--- config.mk ---
export PLATFORM = sky130hd
export DESIGN_NAME = mpdio_port_top
export DESIGN_NICKNAME = d
export VERILOG_FILES = /design/src/rtl/mpdio_pkg.sv /design/src/rtl/mpdio_pin_if.sv /design/src/rtl/mpdio_port_top.sv /design/src/rtl/mpdio_pin_mux.sv
export SDC_FILE = /design/constraint.sdc
export NUM_CORES = 1
export LEC_CHECK = 0
export ABC_AREA = 1
export ABC_CLOCK_PERIOD_IN_PS = 6200
export BUFFER_PORTS_ARGS = -buffer_cell sky130_fd_sc_hd__buf_2
export CORE_MARGIN = 10
export CORE_UTILIZATION = 40
export DETAILED_ROUTE_END_ITERATION = 8
export GPL_ROUTABILITY_DRIVEN = 1
export SYNTH_ARGS = -nofsm -noshare
export SYNTH_HDL_FRONTEND = slang
export SYNTH_SLANG_ARGS = --single-unit
--- constraint.sdc ---
create_clock -name core_clk -period 6.2 [get_ports core_clk]
set_input_delay 1.24 -clock core_clk [delete_from_list [all_inputs] [get_ports core_clk]]
set_output_delay 1.24 -clock core_clk [all_outputs]
set_load 0.05 [all_outputs]
--- src/rtl/mpdio_pkg.sv ---
package mpdio_pkg;
  // Register byte addresses on the internal bus.
  localparam logic [31:0] ADDR_M_DIR = 32'h8007fc60;
  localparam logic [31:0] ADDR_M_FUNC = 32'h8007fc64;
  localparam logic [31:0] ADDR_M_DATA = 32'h8007fc68;
  localparam logic [31:0] ADDR_AB_FUNC = 32'h8007fc84;
  localparam logic [31:0] ADDR_AB_DATA = 32'h8007fc88;
  localparam logic [31:0] ADDR_IJKL_DIR = 32'h8007fc98;
  localparam logic [31:0] ADDR_IJKL_FUNC = 32'h8007fc9c;
  localparam logic [31:0] ADDR_IJKL_DATA = 32'h8007fca0;
  localparam logic [31:0] ADDR_BLK_LO = 32'h8007fc60;
  localparam logic [31:0] ADDR_BLK_HI = 32'h8007fcff;
  // Pin vector: seven ports of eight pins, port M in the lowest byte.
  localparam int PORT_W = 8;
  localparam int NPIN = 56;
  // Configuration word bit numbers, bit 0 being the most significant.
  localparam int CFG_SRC_BIT = 21;
  localparam int CFG_REPL_BIT = 25;
  localparam logic REPL_DEFAULT = 1'b0;
  // Reset values: pins start on their bus function, latches cleared.
  localparam logic [55:0] FUNC_RST = 56'hff_ffff_ffff_ffff;
  localparam logic [7:0] DIR_M_RST = 8'h00;
  localparam logic [31:0] DIR_IJKL_RST = 32'h0000_0000;
  localparam logic [55:0] DATA_RST = 56'h00_0000_0000_0000;
  // Access lengths in clock cycles, setup cycle included.
  localparam int ACC_CYC_STD = 2;
  localparam int ACC_CYC_REPL = 3;
  localparam logic [1:0] WAIT_REPL = 2'(ACC_CYC_REPL - ACC_CYC_STD);
  typedef enum logic [1:0] {
    ST_IDLE,
    ST_WAIT,
    ST_EXT,
    ST_RESP
  } mpdio_state_e;
endpackage

--- src/rtl/mpdio_pin_if.sv ---
`timescale 1ns/1ns
// Per-pin configuration going to the pin logic and values coming back.
interface mpdio_pin_if;
  logic [55:0] func;
  logic [55:0] dir;
  logic [55:0] dataOut;
  logic [55:0] rdVal;
  modport ctrl(output func, output dir, output dataOut, input rdVal);
  modport pins(input func, input dir, input dataOut, output rdVal);
endinterface

--- src/rtl/mpdio_port_top.sv ---
// Register access over APB was decided locally.
`timescale 1ns/1ns
module mpdio_port_top (
  input wire logic core_clk,
  input wire logic rst_n,
  input wire logic psel,
  input wire logic penable,
  input wire logic pwrite,
  input wire logic [31:0] paddr,
  input wire logic [31:0] pwdata,
  input wire logic [3:0] pstrb,
  input wire logic [2:0] pprot,
  output logic [31:0] prdata,
  output logic pready,
  output logic pslverr,
  input wire logic [31:0] cfgWord,
  output logic replModeActive,
  output logic extReq,
  output logic extWrite,
  output logic [31:0] extAddr,
  output logic [31:0] extWdata,
  output logic [3:0] extStrb,
  input wire logic extAck,
  input wire logic [31:0] extRdata,
  input wire logic [55:0] pinIn,
  output logic [55:0] pinOut,
  output logic [55:0] pinOeN,
  input wire logic [55:0] busOut,
  input wire logic [55:0] busOeN,
  output logic [55:0] busIn
);
  mpdio_pin_if pif ();
  mpdio_pkg::mpdio_state_e state_r;
  logic cfgDone_r;
  logic replMode_r;
  logic [1:0] waitCnt_r;
  logic localOk_r;
  logic pready_r;
  logic pslverr_r;
  logic [31:0] prdata_r;
  logic extReq_r;
  logic extWrite_r;
  logic [31:0] extAddr_r;
  logic [31:0] extWdata_r;
  logic [3:0] extStrb_r;
  logic [55:0] func_r;
  logic [7:0] dirM_r;
  logic [31:0] dirIjkl_r;
  logic [55:0] data_r;
  logic [31:0] rdVal;
  logic privErr;
  logic commit;

  // True for the registers a replacement unit can take over.
  function automatic logic isRepl(input logic [31:0] a);
    isRepl = (a == mpdio_pkg::ADDR_AB_FUNC) ||
            (a == mpdio_pkg::ADDR_AB_DATA) ||
            (a == mpdio_pkg::ADDR_IJKL_DIR) ||
            (a == mpdio_pkg::ADDR_IJKL_FUNC) ||
            (a == mpdio_pkg::ADDR_IJKL_DATA);
  endfunction

  // True for the supervisor-only direction and assignment registers.
  function automatic logic isSuper(input logic [31:0] a);
    isSuper = (a == mpdio_pkg::ADDR_M_DIR) ||
              (a == mpdio_pkg::ADDR_M_FUNC) ||
              (a == mpdio_pkg::ADDR_AB_FUNC) ||
              (a == mpdio_pkg::ADDR_IJKL_DIR) ||
              (a == mpdio_pkg::ADDR_IJKL_FUNC);
  endfunction

  // Byte lane merge of the write data under the strobes.
  function automatic logic [7:0] lane(input logic [7:0] old,
                                      input logic [31:0] wd,
                                      input logic [3:0] st,
                                      input int idx);
    lane = st[idx] ? wd[idx*8 +: 8] : old;
  endfunction

  // Configuration word is caught on the first edge after reset release,
  // since an asynchronous reset may only load constants.
  always_ff @(posedge core_clk or negedge rst_n) begin
    if (!rst_n) begin
      cfgDone_r <= 1'b0;
      replMode_r <= 1'b0;
    end else if (!cfgDone_r) begin
      cfgDone_r <= 1'b1;
      if (cfgWord[31 - mpdio_pkg::CFG_SRC_BIT]) begin
        replMode_r <= cfgWord[31 - mpdio_pkg::CFG_REPL_BIT];
      end else begin
        replMode_r <= mpdio_pkg::REPL_DEFAULT;
      end
    end
  end

  assign privErr = isSuper(paddr) && !pprot[0];
  assign commit = (state_r == mpdio_pkg::ST_RESP) && localOk_r &&
                  psel && penable && pwrite;

  // Read mux; bit 0 of each register is the most significant bit, and
  // pin 0 of a port sits in bit 7 of its byte in the pin vector.
  always_comb begin
    case (paddr)
      mpdio_pkg::ADDR_M_DIR: rdVal = {dirM_r, 24'h000000};
      mpdio_pkg::ADDR_M_FUNC: rdVal = {func_r[7:0], 24'h000000};
      mpdio_pkg::ADDR_M_DATA: rdVal = {pif.rdVal[7:0], 24'h000000};
      mpdio_pkg::ADDR_AB_FUNC: rdVal = {func_r[15:8], func_r[23:16],
                                        16'h0000};
      mpdio_pkg::ADDR_AB_DATA: rdVal = {pif.rdVal[15:8],
                                        pif.rdVal[23:16], 16'h0000};
      mpdio_pkg::ADDR_IJKL_DIR: rdVal = dirIjkl_r;
      mpdio_pkg::ADDR_IJKL_FUNC: rdVal = {func_r[31:24], func_r[39:32],
                                          func_r[47:40], func_r[55:48]};
      mpdio_pkg::ADDR_IJKL_DATA: rdVal = {pif.rdVal[31:24],
                                          pif.rdVal[39:32],
                                          pif.rdVal[47:40],
                                          pif.rdVal[55:48]};
      default: rdVal = 32'h00000000;
    endcase
  end

  // Access sequencer. A standard register answers in the first access
  // cycle, a replaceable one waits, and in replacement mode the access is
  // handed to the external bus and the local registers stay untouched.
  always_ff @(posedge core_clk or negedge rst_n) begin
    if (!rst_n) begin
      state_r <= mpdio_pkg::ST_IDLE;
      waitCnt_r <= 2'h0;
      localOk_r <= 1'b0;
      pready_r <= 1'b0;
      pslverr_r <= 1'b0;
      prdata_r <= 32'h00000000;
      extReq_r <= 1'b0;
    end else begin
      case (state_r)
        mpdio_pkg::ST_IDLE: begin
          if (psel && cfgDone_r) begin
            if (replMode_r && isRepl(paddr)) begin
              extReq_r <= 1'b1;
              localOk_r <= 1'b0;
              state_r <= mpdio_pkg::ST_EXT;
            end else if (isRepl(paddr)) begin
              waitCnt_r <= mpdio_pkg::WAIT_REPL - 2'h1;
              localOk_r <= !privErr;
              state_r <= mpdio_pkg::ST_WAIT;
            end else begin
              pready_r <= 1'b1;
              pslverr_r <= privErr;
              prdata_r <= privErr ? 32'h00000000 : rdVal;
              localOk_r <= !privErr;
              state_r <= mpdio_pkg::ST_RESP;
            end
          end
        end
        mpdio_pkg::ST_WAIT: begin
          if (waitCnt_r == 2'h0) begin
            pready_r <= 1'b1;
            pslverr_r <= privErr;
            prdata_r <= privErr ? 32'h00000000 : rdVal;
            state_r <= mpdio_pkg::ST_RESP;
          end else begin
            waitCnt_r <= waitCnt_r - 2'h1;
          end
        end
        mpdio_pkg::ST_EXT: begin
          if (extAck) begin
            extReq_r <= 1'b0;
            pready_r <= 1'b1;
            pslverr_r <= 1'b0;
            prdata_r <= extRdata;
            state_r <= mpdio_pkg::ST_RESP;
          end
        end
        mpdio_pkg::ST_RESP: begin
          pready_r <= 1'b0;
          pslverr_r <= 1'b0;
          localOk_r <= 1'b0;
          state_r <= mpdio_pkg::ST_IDLE;
        end
        default: begin
          state_r <= mpdio_pkg::ST_IDLE;
        end
      endcase
    end
  end

  // External cycle request fields, captured from the setup cycle.
  always_ff @(posedge core_clk or negedge rst_n) begin
    if (!rst_n) begin
      extWrite_r <= 1'b0;
      extAddr_r <= 32'h00000000;
      extWdata_r <= 32'h00000000;
      extStrb_r <= 4'h0;
    end else if (state_r == mpdio_pkg::ST_IDLE && psel && cfgDone_r &&
                 replMode_r && isRepl(paddr)) begin
      extWrite_r <= pwrite;
      extAddr_r <= paddr;
      extWdata_r <= pwdata;
      extStrb_r <= pwrite ? pstrb : 4'h0;
    end
  end

  // Pin assignment registers, one bit per pin.
  always_ff @(posedge core_clk or negedge rst_n) begin
    if (!rst_n) begin
      func_r <= mpdio_pkg::FUNC_RST;
    end else if (commit) begin
      case (paddr)
        mpdio_pkg::ADDR_M_FUNC: begin
          func_r[7:0] <= lane(func_r[7:0], pwdata, pstrb, 3);
        end
        mpdio_pkg::ADDR_AB_FUNC: begin
          func_r[15:8] <= lane(func_r[15:8], pwdata, pstrb, 3);
          func_r[23:16] <= lane(func_r[23:16], pwdata, pstrb, 2);
        end
        mpdio_pkg::ADDR_IJKL_FUNC: begin
          func_r[31:24] <= lane(func_r[31:24], pwdata, pstrb, 3);
          func_r[39:32] <= lane(func_r[39:32], pwdata, pstrb, 2);
          func_r[47:40] <= lane(func_r[47:40], pwdata, pstrb, 1);
          func_r[55:48] <= lane(func_r[55:48], pwdata, pstrb, 0);
        end
        default: begin
        end
      endcase
    end
  end

  // Direction registers exist only for the bidirectional ports.
  always_ff @(posedge core_clk or negedge rst_n) begin
    if (!rst_n) begin
      dirM_r <= mpdio_pkg::DIR_M_RST;
      dirIjkl_r <= mpdio_pkg::DIR_IJKL_RST;
    end else if (commit) begin
      if (paddr == mpdio_pkg::ADDR_M_DIR) begin
        dirM_r <= lane(dirM_r, pwdata, pstrb, 3);
      end
      if (paddr == mpdio_pkg::ADDR_IJKL_DIR) begin
        dirIjkl_r[31:24] <= lane(dirIjkl_r[31:24], pwdata, pstrb, 3);
        dirIjkl_r[23:16] <= lane(dirIjkl_r[23:16], pwdata, pstrb, 2);
        dirIjkl_r[15:8] <= lane(dirIjkl_r[15:8], pwdata, pstrb, 1);
        dirIjkl_r[7:0] <= lane(dirIjkl_r[7:0], pwdata, pstrb, 0);
      end
    end
  end

  // Data latches take every local write, whatever the pin direction.
  always_ff @(posedge core_clk or negedge rst_n) begin
    if (!rst_n) begin
      data_r <= mpdio_pkg::DATA_RST;
    end else if (commit) begin
      case (paddr)
        mpdio_pkg::ADDR_M_DATA: begin
          data_r[7:0] <= lane(data_r[7:0], pwdata, pstrb, 3);
        end
        mpdio_pkg::ADDR_AB_DATA: begin
          data_r[15:8] <= lane(data_r[15:8], pwdata, pstrb, 3);
          data_r[23:16] <= lane(data_r[23:16], pwdata, pstrb, 2);
        end
        mpdio_pkg::ADDR_IJKL_DATA: begin
          data_r[31:24] <= lane(data_r[31:24], pwdata, pstrb, 3);
          data_r[39:32] <= lane(data_r[39:32], pwdata, pstrb, 2);
          data_r[47:40] <= lane(data_r[47:40], pwdata, pstrb, 1);
          data_r[55:48] <= lane(data_r[55:48], pwdata, pstrb, 0);
        end
        default: begin
        end
      endcase
    end
  end

  // Ports A and B always drive when used as discrete pins.
  assign pif.func = func_r;
  assign pif.dir = {dirIjkl_r[7:0], dirIjkl_r[15:8], dirIjkl_r[23:16],
                    dirIjkl_r[31:24], 16'hffff, dirM_r};
  assign pif.dataOut = data_r;

  mpdio_pin_mux u_pins (
    .core_clk(core_clk),
    .rst_n(rst_n),
    .pif(pif),
    .pinIn(pinIn),
    .busOut(busOut),
    .busOeN(busOeN),
    .pinOut(pinOut),
    .pinOeN(pinOeN),
    .busIn(busIn)
  );

  // Outputs straight from their flip-flops.
  assign prdata = prdata_r;
  assign pready = pready_r;
  assign pslverr = pslverr_r;
  assign replModeActive = replMode_r;
  assign extReq = extReq_r;
  assign extWrite = extWrite_r;
  assign extAddr = extAddr_r;
  assign extWdata = extWdata_r;
  assign extStrb = extStrb_r;

  // Setup is the state-idle cycle with a fresh select.
  logic setupIdle;
  assign setupIdle = (state_r == mpdio_pkg::ST_IDLE) && psel && !penable &&
                     cfgDone_r;
endmodule // mpdio_port_top

--- src/rtl/mpdio_pin_mux.sv ---
`timescale 1ns/1ns
module mpdio_pin_mux (
  input wire logic core_clk,
  input wire logic rst_n,
  mpdio_pin_if.pins pif,
  input wire logic [55:0] pinIn,
  input wire logic [55:0] busOut,
  input wire logic [55:0] busOeN,
  output logic [55:0] pinOut,
  output logic [55:0] pinOeN,
  output logic [55:0] busIn
);
  logic [55:0] sync1_r;
  logic [55:0] sync2_r;
  logic [55:0] pinOut_r;
  logic [55:0] pinOeN_r;

  // Two-stage sampler; only the second stage is used anywhere.
  always_ff @(posedge core_clk or negedge rst_n) begin
    if (!rst_n) begin
      sync1_r <= '0;
      sync2_r <= '0;
    end else begin
      sync1_r <= pinIn;
      sync2_r <= sync1_r;
    end
  end

  // Registered pin drivers, so a configuration change reaches the pin one
  // cycle after the register; bus values pass the same flop, so port and bus timing match here.
  always_ff @(posedge core_clk or negedge rst_n) begin
    if (!rst_n) begin
      pinOut_r <= '0;
      pinOeN_r <= '1;
    end else begin
      pinOut_r <= (pif.func & busOut) | (~pif.func & pif.dataOut);
      pinOeN_r <= (pif.func & busOeN) | (~pif.func & ~pif.dir);
    end
  end

  // Discrete inputs read the pin, everything else reads the latch.
  assign pif.rdVal = (~pif.func & ~pif.dir & sync2_r) |
                     ((pif.func | pif.dir) & pif.dataOut);
  assign pinOut = pinOut_r;
  assign pinOeN = pinOeN_r;
  assign busIn = sync2_r;
endmodule // mpdio_pin_mux

==> impl_metrics.csv <==
group,metric,value,unit
layout,layout_common_cells,"nand2_1 (697), buf_2 (548), dfrtp_1 (375), o21ai_0 (286), inv_1 (170)",
route,wl_per_cell,19.67,µm
critical_path,crit_top_cell,"nand2_1",
power,p_sw,2.493,mW
layout,final_cell_count_no_fill,3275,
route,drc_errors,0,
power,powerDensity,332.5,mW/mm²
grt,grt_pass1_vias,16260,
clock_tree,cts_root_buf,"clkbuf_16",
die,pin_count,582,
placement,io_buffers,549,
critical_path,cp.required,6.68,ns
grt,antenna_found_initial,5,
critical_path,path_cells,"buf_2 > inv_1 > nand2_1 > nor2_2 > nand2_1 > nor2_4 > nand2_2 > nand3_4 > nand2_4 > nand3_4 > inv_2 > nand2_1 > nand2_1",
critical_path,rrSetupSlack,2.75,ns
timing,hold_viol,0,
timing,setup_slack,2.287,ns
placement,dp_worst_setup_slack,1.647,ns
yosys,syn_area_per_cell,9.344,µm²
critical_path,crit_fanout,35,
yosys,synth_edf_count,0,
timing,fin_crit_sh,0.6311,
grt,grt_pass1_wl,96.50,mm
die,die_height,239.9,µm
yosys,synth_top_area_share,0.4852,
worst_hold_path,hp-class,"flop to flop",
yosys,syn_nets,2385,
timing,max_freq,0.2556,GHz
grt,grt_util_all_layers,0.2182,
timing,finalMaxSlewViolations,0,
power,clock_power_share,0.398,
power,power.share.combinational,0.175,
placement,place_hpwl,47.91,mm
clock_tree,numCtsBuffers,51,
timing,slew_headroom,0.3192,
timing,worst_pin_slew,1.017,ns
yosys,synth_seq_cells,487,
power,switching_share,0.3076,
layout,post-route-util,0.5105,
critical_path,start_kind,"input port",
timing,min_period,3.913,ns
timing,setup_viol,0,
timing,fin_worst_skew,0.01532,ns
critical_path,cp_num_buf_inv,3,
clock_tree,cts_tree,"yes",
layout,fillers,4527,
die,dieArea,0.05755,mm²
critical_path,crit_path_max_incr_delay,0.75,ns
yosys,synthArstFlopShare,1.000,
yosys,synth.area.top_cells,"dfrtp_1 (49%), dfstp_2 (15%), nand2_1 (14%)",
layout,synthToLayoutAreaGrowth,26.00,%
power,vdd_drop_max,0.2348,mV
route,dr.pass1.iters,5,
die,start_util,0.4051,
grt,grt_remaining_overflow,0,
critical_path,endpoint_kind,"flop",
route,ant_nets,0,
run_status,status,"finished, final reports clean",
clock_tree,clockBufferDepth,3,
route,drt_wl_total,64.43,mm
critical_path,crit_family,"simple AND/OR/NAND/NOR gates",
die,core-area,0.04775,mm²
critical_path,worstReg2RegStart,"state_r[0]",
yosys,synth_cells,2070,
yosys,synth_seq_area_share,0.6373,
yosys,ys_types,35,
power,p_int,5.610,mW
critical_path,crit_type,"input port to flop",
clock_tree,cts.sink_count,487,
timing,rsz0062_at_grt,"false",
critical_path,crit_end,"prdata[25]",
route,drt_iter0_markers,1197,
critical_path,r2r_cells,11,
clock_tree,htree_levels,2,
yosys,synth_top_area_cell,"dfrtp_1",
yosys,ys_warn_count,0,
die,fp.dieW,239.9,µm
layout,final_common_cell,"nand2_1",
job,cap_viol_max_count,0,
placement,dp.cells,3176,
route,via_per_inst,4.918,
clock_tree,ctsResizeCount,0,
power,finalPower,8.103,mW
clock_tree,postCtsHoldBufs,0,
critical_path,path_depth,13,
critical_path,slowest_stage,"nor2_4",
route,via_count,16110,
critical_path,r2r-end,"prdata[25]",
placement,gp_routability_congestion,0.8953,
power,power_leakage,12.50,nW
yosys,synth_flop_cell,"dfrtp_1",
clock_tree,clk_pin_slew,0.06,ns
power,power_frac_seq,0.426,
layout,final_nets,2929,
yosys,synth_area,0.01934,mm²
timing,fin_setup_tns,0,ns
grt,grt_max_degree,164,
clock_tree,cts_setup_buffers,0,
clock_tree,insertion_delay,0.60,ns
critical_path,worstPathArrival,4.39,ns
die,row_count,80,
layout,layout-drive-gt1-share,0.3026,
critical_path,startpoint,"paddr[20]",
-- power groups by stage --
| stage | Combinational [mW] | Sequential (mW) | Clock (mW) |
|---|---|---|---|
| 2_1_floorplan | 0.474 | 3.95 | 0 |
| 5_1_grt | 1.54 | 3.47 | 3.44 |
| 4_1_cts | 1.43 | 3.45 | 3.30 |
| 3_5_place_dp | 1.43 | 3.50 | 0 |
| 3_3_place_gp | 1.41 | 3.50 | 0 |
| 6_report | 1.42 | 3.45 | 3.23 |
-- stage by stage --
| step | instance area [µm²] | hold slack [ns] |
|---|---|---|
| finish | 24370 | 0.3461 |
| global route | 24370 | 0.3495 |
| CTS | 24360 | 0.3489 |
| detailed placement | 22590 | 0.3355 |
| global placement | 22590 | 0.3311 |
| floorplan | 19340 | 0.3312 |
-- metal layers --
metal | vias to the layer above | GRT usage | part of all wire
met1 | 7708 | 0.2646 | 0.39
met4 | 6 | 0.07611 | 0.033
li1 | 7660 | - | -
met2 | 617 | 0.3695 | 0.49
met3 | 114 | 0.05748 | 0.084
met5 | - | 0 | 0.00061
-- registers in the layout (all words and copies together) (netlist names), 2 cells and up --
name / cells
extStrb: 4
waitCnt_r: 2
u_pins.pinOut: 56
dirM_r: 8
extAddr: 32
extWdata: 32
state_r: 2
data_r: 56
u_pins.sync1_r: 56
u_pins.pinOeN: 56
func_r: 56
dirIjkl_r: 32
prdata: 32
u_pins.busIn: 56
-- cell usage after synthesis (2+ instances only) --
cell type	n
nor2_2	7
inv_2	8
a21oi_1	4
nor2_4	7
nand2_1	697
or2_1	3
nand3_4	3
or2_2	9
ha_1	6
nor3_1	2
o21ai_0	286
buf_6	7
inv_1	170
nor2_1	105
nand3_1	143
clkbuf_1	23
dfstp_2	112
o31ai_1	4
a22oi_1	2
mux2_2	8
o21ai_1	37
buf_4	13
nand2_2	5
buf_2	21
dfrtp_1	375
nand2_4	4
-- layout make-up --
type | instances | area, µm² | area share
diodes | 3 | 7.507 | 0.0003080
well taps | 615 | 769.5 | 0.03157
repair buffers | 556 | 2835 | 0.1163
flip-flops and latches | 487 | 12330 | 0.5058
inverters | 179 | 671.9 | 0.02757
clock inverters | 23 | 337.8 | 0.01386
clock buffers | 73 | 1440 | 0.05909
multi-input cells | 1339 | 5983 | 0.2455
-- logic make-up after synthesis --
group                      after synthesis  synth area share
and+or+nand+nor                        988            0.2117
DFF                                    487            0.6373
adders and majority gates                6          0.003881
AOI/OAI and AO/OA                      336           0.08830
muxes                                    8          0.004658
buffers and inverters                  244           0.05395
other                                    1         0.0001939
-- worst min-delay path by stage --
stage | start | endpoint | slack, ns | cells after the start
after floorplan | u_pins.sync1_r[0] | u_pins.busIn[0] | 0.33 | 0
after global placement | u_pins.sync1_r[23] | u_pins.busIn[23] | 0.33 | 0
after detailed placement | u_pins.sync1_r[17] | u_pins.busIn[17] | 0.34 | 0
after CTS | u_pins.sync1_r[44] | u_pins.busIn[44] | 0.35 | 0
after global routing | u_pins.sync1_r[54] | u_pins.busIn[54] | 0.35 | 0
final | u_pins.sync1_r[51] | u_pins.busIn[51] | 0.35 | 0
(Power assumes the default switching activity.)
